File: src/sch_pkg.sv
// Contract
// - Get-baud-rate returns the current actual baud rate as a 32-bit unsigned value.
// - Flow control is one byte, 0 none, 1 CTS/RTS; separate get and set messages.
// - Set-baud-rate takes a 32-bit target rate and reconfigures the serial port.
// - Save-serial-settings stores current baud and flow control as power-up defaults.
// - LED pattern message with no payload returns the top LED to default behaviour.
// - LED mode 0 default, 1 three long three short blinks, 2 slow fade.
// - User pattern drives only the top LED; higher-priority system patterns override it.
// - Reprogram message enters reprogramming state; device resets once reprogramming completes.
// - Abort during acquisition discards the scan and returns to idle.
// - Get-maximum-buffer-size returns the hardware spectrum capacity as 32-bit unsigned.
// - Get-current-buffer-size returns the programmed active depth as 32-bit unsigned.
// - Clear-buffer removes every accumulated spectrum.
// - Remove-oldest discards the given count of spectra, oldest first.
// - A remove count above the buffered number empties the whole buffer.
// - Set-active-buffer-size sets how many spectra fit before overflow.
// - Active depth is kept between 1 and the hardware limit.
// - Setting the active depth also clears the buffer.
package sch_pkg;
    // Clock and LED timing
    localparam int CLK_MHZ = 50;
    localparam int LED_TICK_US = 2000;
    localparam int LED_TICK_CYC = LED_TICK_US * CLK_MHZ;
    localparam logic [5:0] BLINK_STEP_LAST = 6'h31;
    localparam logic [4:0] BLINK_SLOT_LAST = 5'h13;
    localparam logic [19:0] BLINK_MASK = 20'h15777;
    localparam logic [7:0] FADE_TOP = 8'hFF;
    // Register byte offsets
    localparam logic [7:0] REG_MSG = 8'h00;
    localparam logic [7:0] REG_ARG = 8'h04;
    localparam logic [7:0] REG_LEN = 8'h08;
    localparam logic [7:0] REG_RESULT = 8'h0C;
    localparam logic [7:0] REG_STATUS = 8'h10;
    // Status bit positions
    localparam int ST_ERR = 0;
    localparam int ST_REPROG = 1;
    localparam int ST_ACQ = 2;
    localparam int ST_FLOW = 3;
    localparam int ST_LED = 4;
    // Message types
    localparam logic [31:0] MSG_GET_BAUD = 32'h0000_0800;
    localparam logic [31:0] MSG_GET_FLOW = 32'h0000_0804;
    localparam logic [31:0] MSG_SET_BAUD = 32'h0000_0810;
    localparam logic [31:0] MSG_SET_FLOW = 32'h0000_0814;
    localparam logic [31:0] MSG_SAVE_SER = 32'h0000_08F0;
    localparam logic [31:0] MSG_SET_LED = 32'h0000_1010;
    localparam logic [31:0] MSG_REPROG = 32'h000F_FF00;
    localparam logic [31:0] MSG_ABORT = 32'h0010_0000;
    localparam logic [31:0] MSG_GET_MAXBUF = 32'h0010_0820;
    localparam logic [31:0] MSG_GET_CURBUF = 32'h0010_0822;
    localparam logic [31:0] MSG_CLR_BUF = 32'h0010_0830;
    localparam logic [31:0] MSG_DROP_OLD = 32'h0010_0831;
    localparam logic [31:0] MSG_SET_DEPTH = 32'h0010_0832;
    // Field values and reset values
    localparam logic [1:0] LED_DEFAULT = 2'h0;
    localparam logic [1:0] LED_BLINK = 2'h1;
    localparam logic [1:0] LED_FADE = 2'h2;
    localparam logic [7:0] FLOW_MAX = 8'h01;
    localparam logic [1:0] LEN_NONE = 2'h0;
    localparam logic [1:0] LEN_TWO = 2'h2;
    localparam logic [31:0] RST_BAUD = 32'h0001_C200;
    localparam logic [31:0] BUF_MAX_DEF = 32'h0000_0010;
    localparam logic [1:0] RESP_OKAY = 2'h0;
    localparam logic [1:0] RESP_SLVERR = 2'h2;
endpackage

File: src/sch_led_if.sv
`timescale 1ns/1ps
interface sch_led_if;
    logic [1:0] mode;
    logic led_on;
    modport ctl (output mode, input led_on);
    modport gen (input mode, output led_on);
endinterface

File: src/sch_led_gen.sv
`timescale 1ns/1ps
module sch_led_gen #(
    parameter int TICK_CYC = sch_pkg::LED_TICK_CYC // Cycles per pattern tick
) (
    input wire logic ref_clk, // System clock
    input wire logic srst, // Synchronous reset
    sch_led_if.gen led_bus // Mode in, LED level out
);
    import sch_pkg::*;
    localparam int TW = $clog2(TICK_CYC);

    typedef struct packed {
        logic [TW-1:0] tick_cnt;
        logic [5:0] step;
        logic [4:0] slot;
        logic [7:0] pwm;
        logic [7:0] level;
        logic down;
        logic led_on;
    } sch_led_state_t;

    sch_led_state_t st_ff;
    sch_led_state_t nxt_st;
    logic tick;

    assign led_bus.led_on = st_ff.led_on;

    // Tick divider, blink slot sequencer, fade ramp and PWM
    always_comb begin
        nxt_st = st_ff;
        tick = (st_ff.tick_cnt == TW'(TICK_CYC - 1));
        nxt_st.tick_cnt = tick ? '0 : st_ff.tick_cnt + 1'b1;
        nxt_st.pwm = st_ff.pwm + 8'h01;
        if (tick) begin
            nxt_st.step = (st_ff.step == BLINK_STEP_LAST) ? 6'h00 : st_ff.step + 6'h01;
            if (st_ff.step == BLINK_STEP_LAST) begin
                nxt_st.slot = (st_ff.slot == BLINK_SLOT_LAST) ? 5'h00 : st_ff.slot + 5'h01;
            end
            // Ramp turns around at both ends so brightness never wraps
            if (st_ff.down) begin
                nxt_st.level = st_ff.level - 8'h01;
                nxt_st.down = (st_ff.level != 8'h01);
            end else begin
                nxt_st.level = st_ff.level + 8'h01;
                nxt_st.down = (st_ff.level == FADE_TOP - 8'h01);
            end
        end
        unique case (led_bus.mode)
            LED_BLINK: nxt_st.led_on = BLINK_MASK[st_ff.slot];
            LED_FADE: nxt_st.led_on = (st_ff.pwm < st_ff.level);
            default: nxt_st.led_on = 1'b0;
        endcase
    end

    always_ff @(posedge ref_clk) begin
        if (srst) begin
            st_ff <= '0;
        end else begin
            st_ff <= nxt_st;
        end
    end
endmodule

File: src/sch_cmd_handler.sv
// The implementer's own choices: the AXI4-Lite slave port and the address map.
`timescale 1ns/1ps
module sch_cmd_handler #(
    parameter logic [31:0] BUF_MAX = sch_pkg::BUF_MAX_DEF, // Hardware spectrum capacity
    parameter int LED_TICK = sch_pkg::LED_TICK_CYC // Cycles per LED pattern tick
) (
    input wire logic ref_clk, // System clock, 50 MHz
    input wire logic srst, // Synchronous reset, active high
    input wire logic s_axil_awvalid, // Write address valid
    output logic s_axil_awready, // Write address ready
    input wire logic [7:0] s_axil_awaddr, // Write byte address
    input wire logic s_axil_wvalid, // Write data valid
    output logic s_axil_wready, // Write data ready
    input wire logic [31:0] s_axil_wdata, // Write data
    input wire logic [3:0] s_axil_wstrb, // Byte enables
    output logic s_axil_bvalid, // Write response valid
    input wire logic s_axil_bready, // Write response ready
    output logic [1:0] s_axil_bresp, // Write response code
    input wire logic s_axil_arvalid, // Read address valid
    output logic s_axil_arready, // Read address ready
    input wire logic [7:0] s_axil_araddr, // Read byte address
    output logic s_axil_rvalid, // Read data valid
    input wire logic s_axil_rready, // Read data ready
    output logic [31:0] s_axil_rdata, // Read data
    output logic [1:0] s_axil_rresp, // Read response code
    input wire logic [31:0] nv_baud, // Stored power-up baud rate
    input wire logic nv_flow, // Stored power-up flow mode
    output logic nv_save, // Pulse: store baud and flow
    output logic [31:0] baud_rate, // Current serial baud rate
    output logic flow_cts_rts, // Current flow mode
    output logic uart_reconfig, // Pulse: apply new serial setup
    input wire logic [1:0] sys_led_pri, // Priority of system pattern
    input wire logic sys_led, // System pattern level
    output logic top_led, // Top LED drive
    output logic reprog_mode, // Reprogramming state
    input wire logic reprog_done, // Reprogramming finished
    output logic sys_reset_req, // Reset request: high while reprogramming and reprog_done
    input wire logic acquiring, // Acquisition in progress
    output logic acq_abort, // Pulse: dump scan, go idle
    input wire logic [31:0] buf_count, // Spectra now buffered
    output logic buf_clear, // Pulse: empty buffer
    output logic buf_drop, // Pulse: drop oldest spectra
    output logic [31:0] buf_drop_cnt, // Number to drop
    output logic [31:0] buf_depth // Active buffer depth
);
    import sch_pkg::*;

    typedef struct packed {
        logic awready;
        logic wready;
        logic arready;
        logic bvalid;
        logic rvalid;
        logic [1:0] bresp;
        logic [1:0] rresp;
        logic [31:0] rdata;
        logic aw_got;
        logic w_got;
        logic [7:0] awaddr;
        logic [31:0] wdata;
        logic [3:0] wstrb;
        logic [31:0] arg;
        logic [1:0] arg_len;
        logic [31:0] result;
        logic err;
        logic init_done;
        logic [31:0] baud;
        logic flow;
        logic reconfig;
        logic save;
        logic [1:0] led_mode;
        logic led;
        logic reprog;
        logic sys_reset;
        logic abort;
        logic clear;
        logic drop;
        logic [31:0] drop_cnt;
        logic [31:0] depth;
    } sch_state_t;

    sch_state_t st_ff;
    sch_state_t nxt_st;
    logic exec;
    logic [31:0] msg;
    logic ok;
    logic [1:0] user_pri;

    sch_led_if led_bus ();

    sch_led_gen #(
        .TICK_CYC(LED_TICK)
    ) u_led (
        .ref_clk(ref_clk),
        .srst(srst),
        .led_bus(led_bus)
    );

    assign led_bus.mode = st_ff.led_mode;

    // Byte-lane merge for partial writes
    function automatic logic [31:0] lane_merge(input logic [31:0] old, input logic [31:0] nw,
                                               input logic [3:0] be);
        logic [31:0] r;
        r = old;
        for (int i = 0; i < 4; i++) begin
            if (be[i]) begin
                r[8*i +: 8] = nw[8*i +: 8];
            end
        end
        return r;
    endfunction

    // Bus slave, message execution and LED arbitration
    always_comb begin
        nxt_st = st_ff;
        exec = 1'b0;
        msg = st_ff.wdata;
        ok = 1'b1;
        nxt_st.reconfig = 1'b0;
        nxt_st.save = 1'b0;
        nxt_st.sys_reset = 1'b0;
        nxt_st.abort = 1'b0;
        nxt_st.clear = 1'b0;
        nxt_st.drop = 1'b0;
        // Stored defaults are taken once, the cycle after reset leaves
        if (!st_ff.init_done) begin
            nxt_st.init_done = 1'b1;
            nxt_st.baud = nv_baud;
            nxt_st.flow = nv_flow;
        end
        if (s_axil_awvalid && st_ff.awready) begin
            nxt_st.aw_got = 1'b1;
            nxt_st.awready = 1'b0;
            nxt_st.awaddr = s_axil_awaddr;
        end
        if (s_axil_wvalid && st_ff.wready) begin
            nxt_st.w_got = 1'b1;
            nxt_st.wready = 1'b0;
            nxt_st.wdata = s_axil_wdata;
            nxt_st.wstrb = s_axil_wstrb;
        end
        // Address and data may arrive in either order; act once both are held
        if (nxt_st.aw_got && nxt_st.w_got) begin
            nxt_st.aw_got = 1'b0;
            nxt_st.w_got = 1'b0;
            nxt_st.bvalid = 1'b1;
            nxt_st.bresp = RESP_OKAY;
            msg = nxt_st.wdata;
            unique case (nxt_st.awaddr)
                REG_ARG: nxt_st.arg = lane_merge(st_ff.arg, nxt_st.wdata, nxt_st.wstrb);
                REG_LEN: begin
                    if (nxt_st.wstrb[0]) begin
                        nxt_st.arg_len = nxt_st.wdata[1:0];
                    end
                end
                // A message code is only meaningful whole
                REG_MSG: begin
                    if (nxt_st.wstrb == 4'hF) begin
                        exec = 1'b1;
                    end else begin
                        nxt_st.bresp = RESP_SLVERR;
                    end
                end
                REG_RESULT, REG_STATUS: ;
                default: nxt_st.bresp = RESP_SLVERR;
            endcase
        end
        if (st_ff.bvalid && s_axil_bready) begin
            nxt_st.bvalid = 1'b0;
            nxt_st.awready = 1'b1;
            nxt_st.wready = 1'b1;
        end
        // Message decode; while reprogramming every message is refused
        if (exec && st_ff.reprog) begin
            ok = 1'b0;
        end else if (exec) begin
            unique case (msg)
                MSG_GET_BAUD: nxt_st.result = st_ff.baud;
                MSG_GET_FLOW: nxt_st.result = {31'h0, st_ff.flow};
                MSG_SET_BAUD: begin
                    nxt_st.baud = st_ff.arg;
                    nxt_st.reconfig = 1'b1;
                end
                MSG_SET_FLOW: begin
                    if (st_ff.arg[7:0] <= FLOW_MAX) begin
                        nxt_st.flow = st_ff.arg[0];
                        nxt_st.reconfig = 1'b1;
                    end else begin
                        ok = 1'b0;
                    end
                end
                MSG_SAVE_SER: nxt_st.save = 1'b1;
                MSG_SET_LED: begin
                    if (st_ff.arg_len == LEN_NONE) begin
                        nxt_st.led_mode = LED_DEFAULT;
                    end else if (st_ff.arg_len == LEN_TWO && st_ff.arg[7:0] == 8'h00
                                 && st_ff.arg[15:8] <= {6'h00, LED_FADE}) begin
                        nxt_st.led_mode = st_ff.arg[9:8];
                    end else begin
                        ok = 1'b0;
                    end
                end
                MSG_REPROG: nxt_st.reprog = 1'b1;
                MSG_ABORT: nxt_st.abort = acquiring;
                MSG_GET_MAXBUF: nxt_st.result = BUF_MAX;
                MSG_GET_CURBUF: nxt_st.result = st_ff.depth;
                MSG_CLR_BUF: nxt_st.clear = 1'b1;
                MSG_DROP_OLD: begin
                    nxt_st.drop = 1'b1;
                    nxt_st.drop_cnt = (st_ff.arg > buf_count) ? buf_count : st_ff.arg;
                end
                MSG_SET_DEPTH: begin
                    if (st_ff.arg != 32'h0 && st_ff.arg <= BUF_MAX) begin
                        nxt_st.depth = st_ff.arg;
                        nxt_st.clear = 1'b1;
                    end else begin
                        ok = 1'b0;
                    end
                end
                default: ok = 1'b0;
            endcase
        end
        if (exec) begin
            nxt_st.err = !ok;
        end
        // Reset request follows the end of reprogramming
        if (st_ff.reprog && reprog_done) begin
            nxt_st.sys_reset = 1'b1;
        end
        // Read channel: one read at a time, unmapped reads answer zero with error
        if (s_axil_arvalid && st_ff.arready) begin
            nxt_st.arready = 1'b0;
            nxt_st.rvalid = 1'b1;
            nxt_st.rresp = RESP_OKAY;
            unique case (s_axil_araddr)
                REG_MSG: nxt_st.rdata = 32'h0;
                REG_ARG: nxt_st.rdata = st_ff.arg;
                REG_LEN: nxt_st.rdata = {30'h0, st_ff.arg_len};
                REG_RESULT: nxt_st.rdata = st_ff.result;
                REG_STATUS: nxt_st.rdata = {26'h0, st_ff.led_mode, st_ff.flow, acquiring,
                                            st_ff.reprog, st_ff.err};
                default: begin
                    nxt_st.rdata = 32'h0;
                    nxt_st.rresp = RESP_SLVERR;
                end
            endcase
        end
        if (st_ff.rvalid && s_axil_rready) begin
            nxt_st.rvalid = 1'b0;
            nxt_st.arready = 1'b1;
        end
        // User pattern yields to any system pattern of higher priority
        unique case (st_ff.led_mode)
            LED_BLINK: user_pri = 2'h2;
            LED_FADE: user_pri = 2'h1;
            default: user_pri = 2'h0;
        endcase
        if (st_ff.led_mode == LED_DEFAULT || sys_led_pri > user_pri) begin
            nxt_st.led = sys_led;
        end else begin
            nxt_st.led = led_bus.led_on;
        end
    end

    always_ff @(posedge ref_clk) begin
        if (srst) begin
            st_ff <= '0;
            st_ff.awready <= 1'b1;
            st_ff.wready <= 1'b1;
            st_ff.arready <= 1'b1;
            st_ff.baud <= RST_BAUD;
            st_ff.depth <= BUF_MAX;
        end else begin
            st_ff <= nxt_st;
        end
    end

    assign s_axil_awready = st_ff.awready;
    assign s_axil_wready = st_ff.wready;
    assign s_axil_bvalid = st_ff.bvalid;
    assign s_axil_bresp = st_ff.bresp;
    assign s_axil_arready = st_ff.arready;
    assign s_axil_rvalid = st_ff.rvalid;
    assign s_axil_rdata = st_ff.rdata;
    assign s_axil_rresp = st_ff.rresp;
    assign nv_save = st_ff.save;
    assign baud_rate = st_ff.baud;
    assign flow_cts_rts = st_ff.flow;
    assign uart_reconfig = st_ff.reconfig;
    assign top_led = st_ff.led;
    assign reprog_mode = st_ff.reprog;
    assign sys_reset_req = st_ff.sys_reset;
    assign acq_abort = st_ff.abort;
    assign buf_clear = st_ff.clear;
    assign buf_drop = st_ff.drop;
    assign buf_drop_cnt = st_ff.drop_cnt;
    assign buf_depth = st_ff.depth;
endmodule

File: config.mk
export PLATFORM = sky130hd
export DESIGN_NAME = sch_cmd_handler
export DESIGN_NICKNAME = d
export VERILOG_FILES = /design/src/sch_pkg.sv /design/src/sch_led_if.sv /design/src/sch_led_gen.sv /design/src/sch_cmd_handler.sv
export SDC_FILE = /design/constraint.sdc
export NUM_CORES = 1
export LEC_CHECK = 0
export ABC_AREA = 0
export BUFFER_PORTS_ARGS = -buffer_cell sky130_fd_sc_hd__buf_2
export CAP_MARGIN = 20
export CORE_ASPECT_RATIO = 0.7
export CORE_MARGIN = 3
export CORE_UTILIZATION = 61
export DETAILED_ROUTE_END_ITERATION = 12
export PLACE_DENSITY = 0.86
export REMOVE_ABC_BUFFERS = 1
export SETUP_SLACK_MARGIN = 0.2
export SLEW_MARGIN = 10
export SYNTH_ARGS = -nofsm -noshare
export SYNTH_HDL_FRONTEND = slang
export SYNTH_HIERARCHICAL = 1
export SYNTH_SLANG_ARGS = --single-unit
File: constraint.sdc
create_clock -name ref_clk -period 8.5 [get_ports ref_clk]
set_clock_uncertainty 0.05 [all_clocks]
set_input_delay 2.125 -clock ref_clk [delete_from_list [all_inputs] [get_ports ref_clk]]
set_output_delay 2.125 -clock ref_clk [all_outputs]
set_load 0.1 [all_outputs]
# [Word-level counts from Yosys, hierarchy flattened]
# Memories as Yosys holds them, arrays and structs flattened. A register that Yosys moved wholly into a read port is not among the register bits.
# Cells that the tools add are included.
[totals] register_bits=308 latchBits=0 ramBits=0 mem_bits_ro=32 input_bits=129 output_inout_bits=146 elab_cells=173 memories=1
[op_classes] add_sub_neg=6 multipliers=0 div=0 order_cmp=7 n_eq_ne=30 shift=0 muxes=44 bitwise=3 reduce_logical=41
[mem_list] memory="(name not given)" depth=32 width=1 read_ports=1 rd_ports_with_merged_regs=1 wr=0 line="sch_led_gen.sv:49" source="LED_BLINK: nxt_st.led_on = BLINK_MASK[st_ff.slot];"
[op_table] cell="$pmux W32 S4" n=2
[op_table] cell="$eq A32 B21 Y1 const B" n=6
[op_table] cell="$eq A32 B12 Y1 const B" n=5
[op_table] cell="$mux W32" n=3
[op_table] cell="$mux W37" n=2
[op_table] cell="$mux W33" n=2
[op_table] cell="$mux W36" n=1
[op_table] cell="$eq A32 B13 Y1 const B" n=1
[op_table] cell="$eq A32 B20 Y1 const B" n=1
[op_table] cell="$eq A8 B4 Y1 const B" n=4
[op_table] cell="$gt A32 B32 Y1" n=1
[op_table] cell="$le A32 B5 Y1 const B" n=1
[op_table] cell="$reduce_bool A32 Y1" n=1
[op_table] cell="$logic_not A8 Y1" n=3
[op_table] cell="$reduce_and A3 Y1" n=8
[op_table] cell="$add A17 B1 Y17 const B" n=1
[op_table] cell="$eq A17 B17 Y1 const B" n=1
[op_table] cell="$add A8 B1 Y8 const B" n=2
[op_table] cell="$eq A8 B3 Y1 const B" n=2
[op_table] cell="$eq A8 B5 Y1 const B" n=2
[op_table] cell="$mux W1" n=16
[op_table] cell="$mux W5" n=3
[op_table] cell="$mux W2" n=6
[op_table] cell="$logic_and A1 B1 Y1" n=11
[op_table] cell="34 further kinds" n=46

# [Logic depth before layout (Yosys ltp)]
# Gate-level depths: netlist of the first run.
[logic_depth] depth_word=10 mapped_depth=11 mapped_depth_nobuf=9

# [Modules after synthesis]
# Netlist of the first run, hierarchy kept.
[modules_own_cells] module="sch_cmd_handler" n_inst=1 cells_per_inst=1525 area_per_inst_um2=13083.8 seq_area_each_um2=5205.0
[modules_own_cells] module="sch_led_gen" n_inst=1 cells_per_inst=279 area_per_inst_um2=2406.1 seq_area_each_um2=940.9

# [Worst setup path after synthesis of the first run]
# Ideal clock, no wire load.
[synth_path] path_type="input port to flip-flop" startpoint="input s_axil_wdata[3]" endpoint="register st_ff[109] (netlist bit)" setup_ns=0.117 arrival_ns=4.152 required_time_ns=8.333 setup_slack_ns=4.182 path_stages=8 n_path_buf=1 path_cell_list="or4_4 or3_4 a222oi_1 o211a_1 nor2_1 a22o_4 buf_6 a22o_1"
[synth_between] elab_chain_len=5 word_cells_on_any_way=9 classes_between="eq/ne (4); mux (3); reduce/logical (2)"
[synth_rtl] element="start, declared" line="sch_cmd_handler.sv:14" source="input wire logic [31:0] s_axil_wdata,"
[synth_rtl] element="$mux W36 *" line="sch_cmd_handler.sv:137" source="if (s_axil_wvalid && st_ff.wready) begin"
[synth_rtl] element="$mux W32 *" line="sch_cmd_handler.sv:144" source="if (nxt_st.aw_got && nxt_st.w_got) begin"
[synth_rtl] element="$eq A32 B21 Y1 / $eq A32 B12 Y1 (equally long branches)" line="sch_cmd_handler.sv:178" source="unique case (msg)"
[synth_rtl] element="$reduce_bool A4 Y1 (no source line)"
[synth_rtl] element="$reduce_and A3 Y1 (no source line)"
[synth_rtl] element="end signal, assigned" line="sch_cmd_handler.sv:275" source="st_ff <= nxt_st;"
[synth_rtl] element="end, declared" line="sch_cmd_handler.sv:82" source="sch_state_t st_ff;"
# Mark *: on every way between the ends. The rest lies on a longest branch, timed or not.
# A chain may end at the register's enable or synchronous reset.

# [Final worst setup path of the first run]
[layout_path] startpoint="input s_axil_wvalid" endpoint="register st_ff[139] (netlist bit)"
[layout_between] elab_chain_len=9 word_cells_on_any_way=18 classes_between="eq/ne (5); mux (7); bitwise (1); reduce/logical (5)"
[layout_rtl] element="start, declared" line="sch_cmd_handler.sv:12" source="input wire logic s_axil_wvalid,"
[layout_rtl] element="$logic_and A1 B1 Y1 *" line="sch_cmd_handler.sv:137"
[layout_rtl] element="branches (longest 8 deep; another with $mux W32)"
# Mark *: on every way between the ends.

==> results.sh, run 1 <==
export IMPL_grt_antenna_before_repair=6
export IMPL_synth_largest_area_cell="dfxtp_1"
export IMPL_wl_met1_microns=19800
export IMPL_place_gp_congestion=0.962
export IMPL_syn2layout_area_growth_pct=10.7
export IMPL_drc=0
export IMPL_tns_ns=0
export IMPL_slowest_stage="o21ba_2"
export IMPL_route_met2_wl_microns=19200
export IMPL_layout_min_cycle_time_ns=5.04
export IMPL_required_ns=8.94
export IMPL_dp_hpwl_microns=32200
export IMPL_max_cap_viol_count=0
export IMPL_grt_pass1_vias=13000
export IMPL_start_util_pct=62.4
export IMPL_synth_flop_cell="dfxtp_1"
export IMPL_outcome="finished clean"
export IMPL_grt_max_degree=73
export IMPL_ant_nets=0
export IMPL_critical_path_class="in -> reg"
export IMPL_peakVddDrop_mv=0.136
export IMPL_cts_tree="built"
export IMPL_p_leak_uw=0.00738
export IMPL_wl_met3_microns=5260
export IMPL_setup_viol=0
export IMPL_cts_sinks=307
export IMPL_ys_types=76
export IMPL_min_path_type="reg -> reg"
export IMPL_syn_area_per_cell_sq_um=8.59
export IMPL_io_pins=275
export IMPL_crit_path_start="s_axil_wvalid"
export IMPL_period_share_pct=59.3
export IMPL_drt_pass1_iter_count=6
export IMPL_cts_buffer_depth=3
export IMPL_synth_common_cells="dfxtp_1, nor2_1, buf_4"
export IMPL_hold_viol=0
export IMPL_cts_root_buf="clkbuf_16"
export IMPL_timing_final_ws_setup_ns=3.46
export IMPL_yosysWarningCount=6
export IMPL_critical_path_max_stage_delay_ns=0.91
export IMPL_worstSkewPairLatency_ns=0.55
export IMPL_async_flop_share_pct=0
export IMPL_synth_area_sq_mm=0.0155
export IMPL_fill_cells=1940
export IMPL_timing_fmax_ghz=0.199
export IMPL_timing_rr_start="s_axil_wready"
export IMPL_grt_use_total_pct=31.4
export IMPL_cts_setup_buffers=0
export IMPL_placed_area_sq_mm=0.0160
export IMPL_power_density_mw_per_mm2=190
export IMPL_synth_area_leaders="dfxtp_1, buf_4, mux2i_1"
export IMPL_yosysTopAreaCellShare_pct=39.7
export IMPL_htree_levels=1
export IMPL_drive_above_1_share_pct=19.9
export IMPL_layout_nets=2074
export IMPL_path_max_fanout=37
export IMPL_vias_per_cell=6.27
export IMPL_rsz0062_at_grt="no"
export IMPL_fp_dieW_microns=196
export IMPL_cp_cell_sequence="buf_2 > nand2_1 > buf_4 > nor2_1 > o21ai_0 > o2111a_1 > o21ba_2 > a22o_4 > a22o_1"
export IMPL_place_port_buffers=272
export IMPL_placementRows=48
export IMPL_vias=14100
export IMPL_cp_end_kind="flip-flop"
export IMPL_cts_resized=0
export IMPL_timing_slew_headroom_pct=29.2
export IMPL_holdBufCountCts=0
export IMPL_path_clk_slew_ns=0.07
export IMPL_cp_start_kind="primary input"
export IMPL_synth_edf_count=0
export IMPL_worstPathArrival_ns=5.47
export IMPL_worstMarginPinSlew_ns=1.06
export IMPL_drv_slew=0
export IMPL_netlist_instances=1804
export IMPL_wl_per_cell_microns=20.2
export IMPL_gr_total_overflow=0
export IMPL_drt_total_wl_microns=45400
export IMPL_final_area_sq_mm=0.0172
export IMPL_fp_dieArea_sq_mm=0.0274
export IMPL_highest_layer="met5"
export IMPL_chipHeight_microns=139
export IMPL_place_ws_ns=3.05
export IMPL_hold_worst_slack_ns=0.406
export IMPL_hold_start="st_ff[218]"
export IMPL_yosysMostFrequentCell="dfxtp_1"
export IMPL_grt_pass1_wl_microns=70700
export IMPL_ys_ff_latch=307
export IMPL_design_core_area_sq_mm=0.0248
export IMPL_cts_buffers=29
export IMPL_synth_seq_area_share_pct=39.7
export IMPL_first_iter_violations=1439
==> power by group <==
part	switching [uW]	internal [uW]	total (uW)
clock	574	825	1400
sequential	30.9	1470	1500
combinational	262	104	367
total	868	2400	3270
==> layout by cell type (no fill, tap or decap), types with 8 or more instances in the layout <==
master and n:
dfxtp_1 306, buf_2 271, nor2_1 222, mux2i_1 99, o21ai_0 96, nand2_1 78, a21oi_1 75, a211oi_1 71
a22o_1 62, nor3_1 60, nand3_1 57, inv_1 55, ha_1 52, a31oi_1 38, nand4_1 34, and2_1 33
nor4_1 29, clkbuf_16 29, xor2_1 19, nor2b_1 16, buf_4 15, or3_1 12, a21o_1 10, xnor2_1 8
==> sequential cells by signal (all words and copies together), names as in the netlist, 2 cells and up, named ones only <==
signal	count
st_ff	114
u_led/st_ff	45
baud_rate	32
buf_depth	32
buf_drop_cnt	32
s_axil_rdata	32
led_bus.mode	2
==> cell type report <==
class | instances | area (sq um) | area share [%]
multi-input cells | 1205 | 7740 | 45.1
repair buffers | 295 | 1620 | 9.44
diodes | 3 | 7.51 | 0.0438
well taps | 325 | 407 | 2.37
flip-flops and latches | 307 | 6150 | 35.8
clock inverters | 19 | 263 | 1.53
inverters | 55 | 206 | 1.20
clock buffers | 33 | 761 | 4.44
==> per-layer routing <==
| metal | vias up | global-route usage, % |
|---|---|---|
| met5 | - | 0 |
| met4 | 8 | 8.06 |
| met3 | 78 | 6.85 |
| met2 | 798 | 46.9 |
| met1 | 6653 | 46.2 |
| li1 | 6531 | - |
==> critical path, delay by kind of cell <==
| kind | cells | cell delay (ns) |
|---|---|---|
| AOI/OAI and AO/OA | 5 | 2.29 |
| buffers and inverters | 2 | 0.42 |
| and+or+nand+nor | 2 | 0.60 |
==> kinds of logic (layout without fill, tap and decap cells) <==
group / after synthesis / after routing / share of synthesized area [%]
compound gates: 418 / 418 / 18.0
mux: 102 / 102 / 6.62
other cells: 1 / 5 / 0.0242
xor+xnor: 27 / 27 / 1.53
buf+inv: 293 / 402 / 10.6
flops: 307 / 307 / 39.7
fa+ha+maj: 52 / 52 / 4.20
simple gates: 604 / 604 / 19.4
==> stage by stage <==
stage,std cells,util [%],total power (uW)
floorplan,1567,-,1760
global placement,2178,64.4,1880
detailed placement,2178,64.4,1890
CTS,2230,68.5,3260
global route,2240,69.1,3360
finish,2242,69.2,3270
==> final timing paths <==
path | to | slack, ns | cells after the start
worst max-delay path | st_ff[139] | 3.46 | 9
worst min-delay path | st_ff[218] | 0.41 | 2
worst max register to register | st_ff[139] | 4.75 | 8
worst min register to register | st_ff[218] | 0.41 | 2
(Power assumes the default switching activity.)
==> run 2: changes to the inputs <==
--- a/config.mk
+++ b/config.mk
@@ -5,14 +5,14 @@
 export SDC_FILE = /design/constraint.sdc
 export NUM_CORES = 1
 export LEC_CHECK = 0
-export ABC_AREA = 0
+export ABC_AREA = 1
 export BUFFER_PORTS_ARGS = -buffer_cell sky130_fd_sc_hd__buf_2
 export CAP_MARGIN = 20
 export CORE_ASPECT_RATIO = 0.7
 export CORE_MARGIN = 3
-export CORE_UTILIZATION = 61
+export CORE_UTILIZATION = 52
 export DETAILED_ROUTE_END_ITERATION = 12
-export PLACE_DENSITY = 0.86
+export PLACE_DENSITY = 0.78
 export REMOVE_ABC_BUFFERS = 1
 export SETUP_SLACK_MARGIN = 0.2
 export SLEW_MARGIN = 10
==> constraint.sdc (replaced) <==
create_clock -name ref_clk -period 4.26 [get_ports ref_clk]
set_clock_uncertainty 0.05 [all_clocks]
set_input_delay 1.065 -clock ref_clk [delete_from_list [all_inputs] [get_ports ref_clk]]
set_output_delay 1.065 -clock ref_clk [all_outputs]
set_load 0.1 [all_outputs]
==> run 2 against run 1 <==
Against the previous run: register-to-register slack lost 3.9 ns; synthesized cell count grew 31%; setup slack lost 2.8 ns; critical path type unchanged; largest power group unchanged; highest routed layer unchanged.
==> results.sh, run 2 <==
export IMPL_final_common_cell="nand2_1"
export IMPL_worstSkewPairLatency_ns=0.58
export IMPL_final_cell_mix="nand2_1, dfxtp_1, buf_2, inv_1, a21oi_1"
export IMPL_largest_reg_flops=114
export IMPL_io_pins=275
export IMPL_fill_cells=2839
export IMPL_netlist_instances=2370
export IMPL_worstHoldEndpoint="u_led/st_ff[29]"
export IMPL_async_flop_share_pct=0
export IMPL_synth_edf_count=0
export IMPL_wl_per_cell_microns=17.0
export IMPL_fp_dieArea_sq_mm=0.0339
export IMPL_htree_levels=1
export IMPL_cp_cell_sequence="buf_2 > nand2_4 > nand2_2 > nand2_2 > inv_2 > nand3_1 > nor2_1 > nor2_2 > nor2_2 > nand2_1 > inv_1 > nor2_4 > nand2_1 > nand2_1 > nor2_1 > nor2_1"
export IMPL_synth_area_leaders="dfxtp_1, nand2_1, a21oi_1"
export IMPL_layout_nets=2645
export IMPL_timing_rr_start="s_axil_wready"
export IMPL_grt_max_degree=82
export IMPL_cts_resized=0
export IMPL_cp_end_kind="flip-flop"
export IMPL_total_power_uw=6740
export IMPL_placementRows=53
export IMPL_top_register="st_ff"
export IMPL_period_share_pct=84.5
export IMPL_grt_use_total_pct=28.0
export IMPL_r2r_cells=17
export IMPL_placed_area_sq_mm=0.0170
export IMPL_final_area_sq_mm=0.0181
export IMPL_rsz0062_at_grt="no"
export IMPL_power_density_mw_per_mm2=372
export IMPL_cts_sinks=307
export IMPL_cts_tree="built"
export IMPL_cts_buffer_depth=3
export IMPL_vias=15700
export IMPL_slowest_stage="nor2_4"
export IMPL_setup_viol=0
export IMPL_r2r_end="buf_depth[2]"
export IMPL_yosysTopAreaCellShare_pct=37.3
export IMPL_worstMarginPinSlew_ns=0.990
export IMPL_grt_pass1_vias=14700
export IMPL_chipHeight_microns=155
export IMPL_syn_area_per_cell_sq_um=6.96
export IMPL_gr_total_overflow=0
export IMPL_synth_largest_area_cell="dfxtp_1"
export IMPL_yosysMostFrequentCell="nand2_1"
export IMPL_yosysWarningCount=6
export IMPL_layout_min_cycle_time_ns=3.60
export IMPL_multi_input_area_sq_mm=0.00772
export IMPL_cts_buffers=31
export IMPL_max_cap_viol_count=0
export IMPL_fp_dieW_microns=219
export IMPL_whs_path_depth=1
export IMPL_place_gp_congestion=1.00
export IMPL_hold_viol=0
export IMPL_synth_common_cells="nand2_1, dfxtp_1, inv_1"
export IMPL_grt_pass1_wl_microns=77000
export IMPL_regArea_sq_mm=0.00615
export IMPL_peakVddDrop_mv=0.364
export IMPL_drive_above_1_share_pct=18.0
export IMPL_holdBufCountCts=0
export IMPL_reg_largest_list="st_ff: 114 flops, u_led/st_ff: 45 flops"
export IMPL_critical_path_class="in -> reg"
export IMPL_ant_nets=0
export IMPL_first_iter_violations=1442
export IMPL_min_path_type="reg -> reg"
export IMPL_regToRegSetupSlack_ns=0.86
export IMPL_drc=0
export IMPL_timing_slew_headroom_pct=34.0
export IMPL_drt_pass1_iter_count=5
export IMPL_p_leak_uw=0.00890
export IMPL_drv_slew=0
export IMPL_required_ns=4.72
export IMPL_drt_total_wl_microns=49200
export IMPL_critical_path_max_stage_delay_ns=0.77
export IMPL_path_clk_slew_ns=0.07
export IMPL_start_util_pct=53.8
export IMPL_place_port_buffers=272
export IMPL_synth_flop_cell="dfxtp_1"
export IMPL_grt_antenna_before_repair=2
export IMPL_synth_area_sq_mm=0.0165
export IMPL_outcome="finished clean"
export IMPL_vias_per_cell=5.39
export IMPL_timing_fmax_ghz=0.278
export IMPL_design_core_area_sq_mm=0.0306
export IMPL_hold_start="u_led/st_ff[29]"
export IMPL_synth_seq_area_share_pct=37.3
export IMPL_syn2layout_area_growth_pct=9.80
export IMPL_dp_hpwl_microns=36100
export IMPL_ys_types=49
export IMPL_cp_start_kind="primary input"
export IMPL_path_max_fanout=32
export IMPL_ys_ff_latch=307
export IMPL_cts_setup_buffers=0
export IMPL_worstPathArrival_ns=4.07
export IMPL_cts_root_buf="clkbuf_16"
## run 2: layer usage
| metal | wire (microns) | share of wire [%] | track usage, % | vias up |
|---|---|---|---|---|
| li1 | - | - | - | 7644 |
| met1 | 22100 | 45 | 40.1 | 7194 |
| met2 | 21200 | 43 | 43.3 | 733 |
| met3 | 4900 | 10 | 5.04 | 77 |
| met4 | 1070 | 2.2 | 7.74 | 2 |
| met5 | 13 | 0.026 | 0 | - |
## run 2: logic make-up after synthesis
kind of cell    count (synthesis)  synth area share, %
compound gates                460                 14.7
xor+xnor                       13                0.690
fa+ha+maj                      52                 3.95
buf+inv                       521                 15.9
flops                         307                 37.3
mux                            33                 2.22
other cells                     1               0.0227
simple gates                  983                 25.2
## run 2: per-stage QoR
stage | TNS [ns] | hold WS [ns] | utilization [%] | std cells | setup WS [ns]
after floorplan | -53.05 | 0.368 | - | 2132 | -0.649
after global placement | 0 | 0.381 | 55.6 | 2843 | 0.297
after detailed placement | 0 | 0.389 | 55.6 | 2843 | 0.145
after CTS | 0 | 0.406 | 59.1 | 2901 | 0.728
after global routing | 0 | 0.417 | 59.1 | 2902 | 0.391
final | 0 | 0.406 | 59.1 | 2902 | 0.658
## run 2: area by class of cell
cell class                 count  area share [%]
multi-input combinational   1543            42.6
tap                          412            2.85
antenna                        1          0.0138
inverter                     282            5.86
clock inverter                18            1.04
sequential                   307            34.0
timing repair buffer         299            8.79
clock buffer                  40            4.86
## run 2: worst max-delay path, delay by kind of cell
kind,cells,cell delay (ns)
buffers and inverters,3,0.43
and+or+nand+nor,13,2.55
## run 2: power breakdown
group	switching (uW)	internal [uW]	leakage, uW
logic	641	244	0.00588
registers	55.0	2940	0.00249
clock network	1210	1640	0.000532
## run 2: how the worst max path moves through the flow
| stage | startpoint | to | slack [ns] | depth (start not counted) |
|---|---|---|---|---|
| 3_5_place_dp | s_axil_wvalid | st_ff[139] | 0.14 | 16 |
| 6_report | s_axil_wvalid | st_ff[139] | 0.66 | 16 |
| 2_1_floorplan | s_axil_wready | buf_drop_cnt[0] | -0.65 | 14 |
| 5_1_grt | s_axil_wvalid | st_ff[139] | 0.39 | 16 |
| 3_3_place_gp | s_axil_wvalid | st_ff[131] | 0.30 | 16 |
| 4_1_cts | s_axil_wvalid | st_ff[139] | 0.73 | 16 |
==> run 3: changes to the inputs <==
--- a/config.mk
+++ b/config.mk
@@ -10,9 +10,9 @@
 export CAP_MARGIN = 20
 export CORE_ASPECT_RATIO = 0.7
 export CORE_MARGIN = 3
-export CORE_UTILIZATION = 52
+export CORE_UTILIZATION = 57
 export DETAILED_ROUTE_END_ITERATION = 12
-export PLACE_DENSITY = 0.78
+export PLACE_DENSITY = 0.81
 export REMOVE_ABC_BUFFERS = 1
 export SETUP_SLACK_MARGIN = 0.2
 export SLEW_MARGIN = 10
==> constraint.sdc (replaced) <==
create_clock -name ref_clk -period 3.8 [get_ports ref_clk]
set_clock_uncertainty 0.05 [all_clocks]
set_input_delay 0.95 -clock ref_clk [delete_from_list [all_inputs] [get_ports ref_clk]]
set_output_delay 0.95 -clock ref_clk [all_outputs]
set_load 0.1 [all_outputs]
==> run 3 against run 2 <==
Against the previous run: critical path depth rose by 1; flip-flop and latch count did not move; cell area rose by 0.55%; register-to-register slack got worse by 0.14 ns; setup slack got worse by 0.079 ns; via count rose by 0.96%; global-route usage rose by 2.4 points; core utilization rose by 5.6 points; worst hold slack improved by 0.0046 ns; clock-buffer cell count fell by 1; non-clock buffer count rose by 9; largest cell class unchanged.
==> results.sh, run 3 (same netlist as run 2, synthesis figures left out) <==
export IMPL_setup_viol=0
export IMPL_cts_resized=0
export IMPL_whs_path_depth=2
export IMPL_final_area_sq_mm=0.0182
export IMPL_path_clk_slew_ns=0.07
export IMPL_hold_viol=0
export IMPL_r2r_cells=17
export IMPL_utilization_pct=64.7
export IMPL_drive_above_1_share_pct=18.1
export IMPL_place_gp_congestion=1.00
export IMPL_p_leak_uw=0.00896
export IMPL_syn2layout_area_growth_pct=10.4
export IMPL_grt_pass1_wl_microns=77000
export IMPL_layout_min_cycle_time_ns=3.22
export IMPL_outcome="finished clean"
export IMPL_switching_share_pct=27.5
export IMPL_slowest_stage="nor2_4"
export IMPL_p_switching_uw=2130
export IMPL_cts_root_buf="clkbuf_16"
export IMPL_cp_start_kind="primary input"
export IMPL_layout_nets=2653
export IMPL_power_density_mw_per_mm2=425
export IMPL_ant_nets=0
export IMPL_timing_fmax_ghz=0.310
export IMPL_cts_buffers=30
export IMPL_cts_sinks=307
export IMPL_cts_buffer_depth=3
export IMPL_drt_pass1_iter_count=7
export IMPL_largest_reg_flops=114
export IMPL_cts_setup_buffers=0
export IMPL_io_pins=275
export IMPL_min_path_type="reg -> reg"
export IMPL_required_ns=4.25
export IMPL_cp_end_kind="flip-flop"
export IMPL_vias=15800
export IMPL_path_max_fanout=61
export IMPL_drv_slew=0
export IMPL_timing_slew_headroom_pct=31.3
export IMPL_rsz0062_at_grt="no"
export IMPL_hold_worst_slack_ns=0.410
export IMPL_final_common_cell="nand2_1"
export IMPL_p_int_uw=5600
export IMPL_peakVddDrop_mv=0.375
export IMPL_worstPathArrival_ns=3.67
export IMPL_critPathTopFamily="simple AND/OR/NAND/NOR gates"
export IMPL_grt_max_degree=71
export IMPL_cts_tree="built"
export IMPL_tns_ns=0
export IMPL_chipHeight_microns=148
export IMPL_worstMarginPinSlew_ns=1.03
export IMPL_drt_total_wl_microns=48800
export IMPL_place_port_buffers=272
export IMPL_period_share_pct=84.8
export IMPL_grt_antenna_before_repair=2
export IMPL_first_iter_violations=1564
export IMPL_gr_total_overflow=0
export IMPL_cp_cell_sequence="buf_2 > nand2_2 > nand2_1 > nand2_2 > buf_12 > o21ai_1 > nand2_1 > nor2_2 > nand2_2 > nor2_1 > nand2_2 > nand2_1 > nor2_4 > nand2_1 > nand2_1 > nor2_1 > nor2_1"
export IMPL_seqPwrFrac_pct=43.4
export IMPL_top_register="st_ff"
export IMPL_critical_path_class="in -> reg"
export IMPL_htree_levels=1
export IMPL_critPathBufInv=2
export IMPL_power_share_clock_pct=43.7
export IMPL_critical_path_max_stage_delay_ns=0.72
export IMPL_fp_dieW_microns=209
export IMPL_dp_hpwl_microns=35900
export IMPL_cpMostUsedCell="nand2_1"
export IMPL_wl_per_cell_microns=17.0
export IMPL_max_cap_viol_count=0
export IMPL_combPwrFrac_pct=12.9
export IMPL_start_util_pct=58.6
export IMPL_worstSkewPairLatency_ns=0.57
export IMPL_final_cell_mix="nand2_1, dfxtp_1, buf_2, inv_1, a21oi_1"
export IMPL_design_core_area_sq_mm=0.0281
export IMPL_grt_use_total_pct=30.4
export IMPL_reg_largest_list="st_ff: 114 flops, u_led/st_ff: 45 flops"
export IMPL_crit_cells=17
export IMPL_fp_dieArea_sq_mm=0.0310
export IMPL_placed_area_sq_mm=0.0171
export IMPL_grt_pass1_vias=14700
export IMPL_holdBufCountCts=0
export IMPL_vias_per_cell=5.51
export IMPL_placementRows=51
export IMPL_drc=0
-- run 3: changes by cell type in the layout (fill, tap and decap cells not counted), sizes merged --
cell,change
clkinv,-6
clkbuf,-1
bufinv,+4
buf,+9
clkinvlp,+1
-- run 3: per-layer routing --
metal | vias up | share of wire (%) | wire (microns) | track usage (%)
li1 | 7668 | - | - | -
met1 | 7227 | 43 | 20900 | 42.7
met2 | 807 | 43 | 20900 | 47.1
met3 | 96 | 12 | 5800 | 7.46
met4 | 2 | 2.4 | 1170 | 8.10
met5 | - | 0.037 | 18 | 0
-- run 3: worst reg2reg max path, cell delays in order (launching register included) --
cell and delay, ns:
dfxtp_1 0.36, nand2_2 0.08, nand2_1 0.15, nand2_2 0.17, buf_12 0.22, nand2_1 0.11
o21ai_1 0.10, nand2_1 0.10, nor2_2 0.05, nand2_2 0.16, nor2_1 0.10, nand2_2 0.11
nand2_1 0.10, nor2_4 0.72, nand2_1 0.15, nand2_1 0.11, nor2_1 0.04, nor2_1 0.11
-- run 3: path summary, 6_finish.rpt --
check                 startpoint                    to  slack, ns
setup / recovery  s_axil_awvalid            st_ff[129]       0.58
hold / removal         flip-flop  u_led/led_bus.led_on       0.41
setup reg to reg  s_axil_awready            st_ff[129]       0.72
hold reg to reg        flip-flop  u_led/led_bus.led_on       0.41
-- run 3: cell type report --
cell class,instances,area [sq um]
antenna,1,2.50
clock buffer,39,836
clock inverter,17,279
fill,2441,9930
inverter,282,1060
multi-input combinational,1543,7720
sequential,307,6150
tap,371,464
timing repair buffer,308,1700
-- run 3: metrics by stage --
step	setup WS, ns	total power [uW]	instances
2_1_floorplan	-1.11	4090	2132
3_3_place_gp	0.155	4400	2811
3_5_place_dp	0.0580	4410	2811
4_1_cts	0.627	7750	2867
5_1_grt	0.288	8010	2868
6_report	0.579	7730	2868
-- run 3: power groups by stage --
stage	Clock, uW	Combinational, uW	Sequential, uW
floorplan	0	467	3630
CTS	3410	994	3350
finish	3380	1000	3350
global route	3550	1100	3360
detailed placement	0	989	3420
global placement	0	975	3420
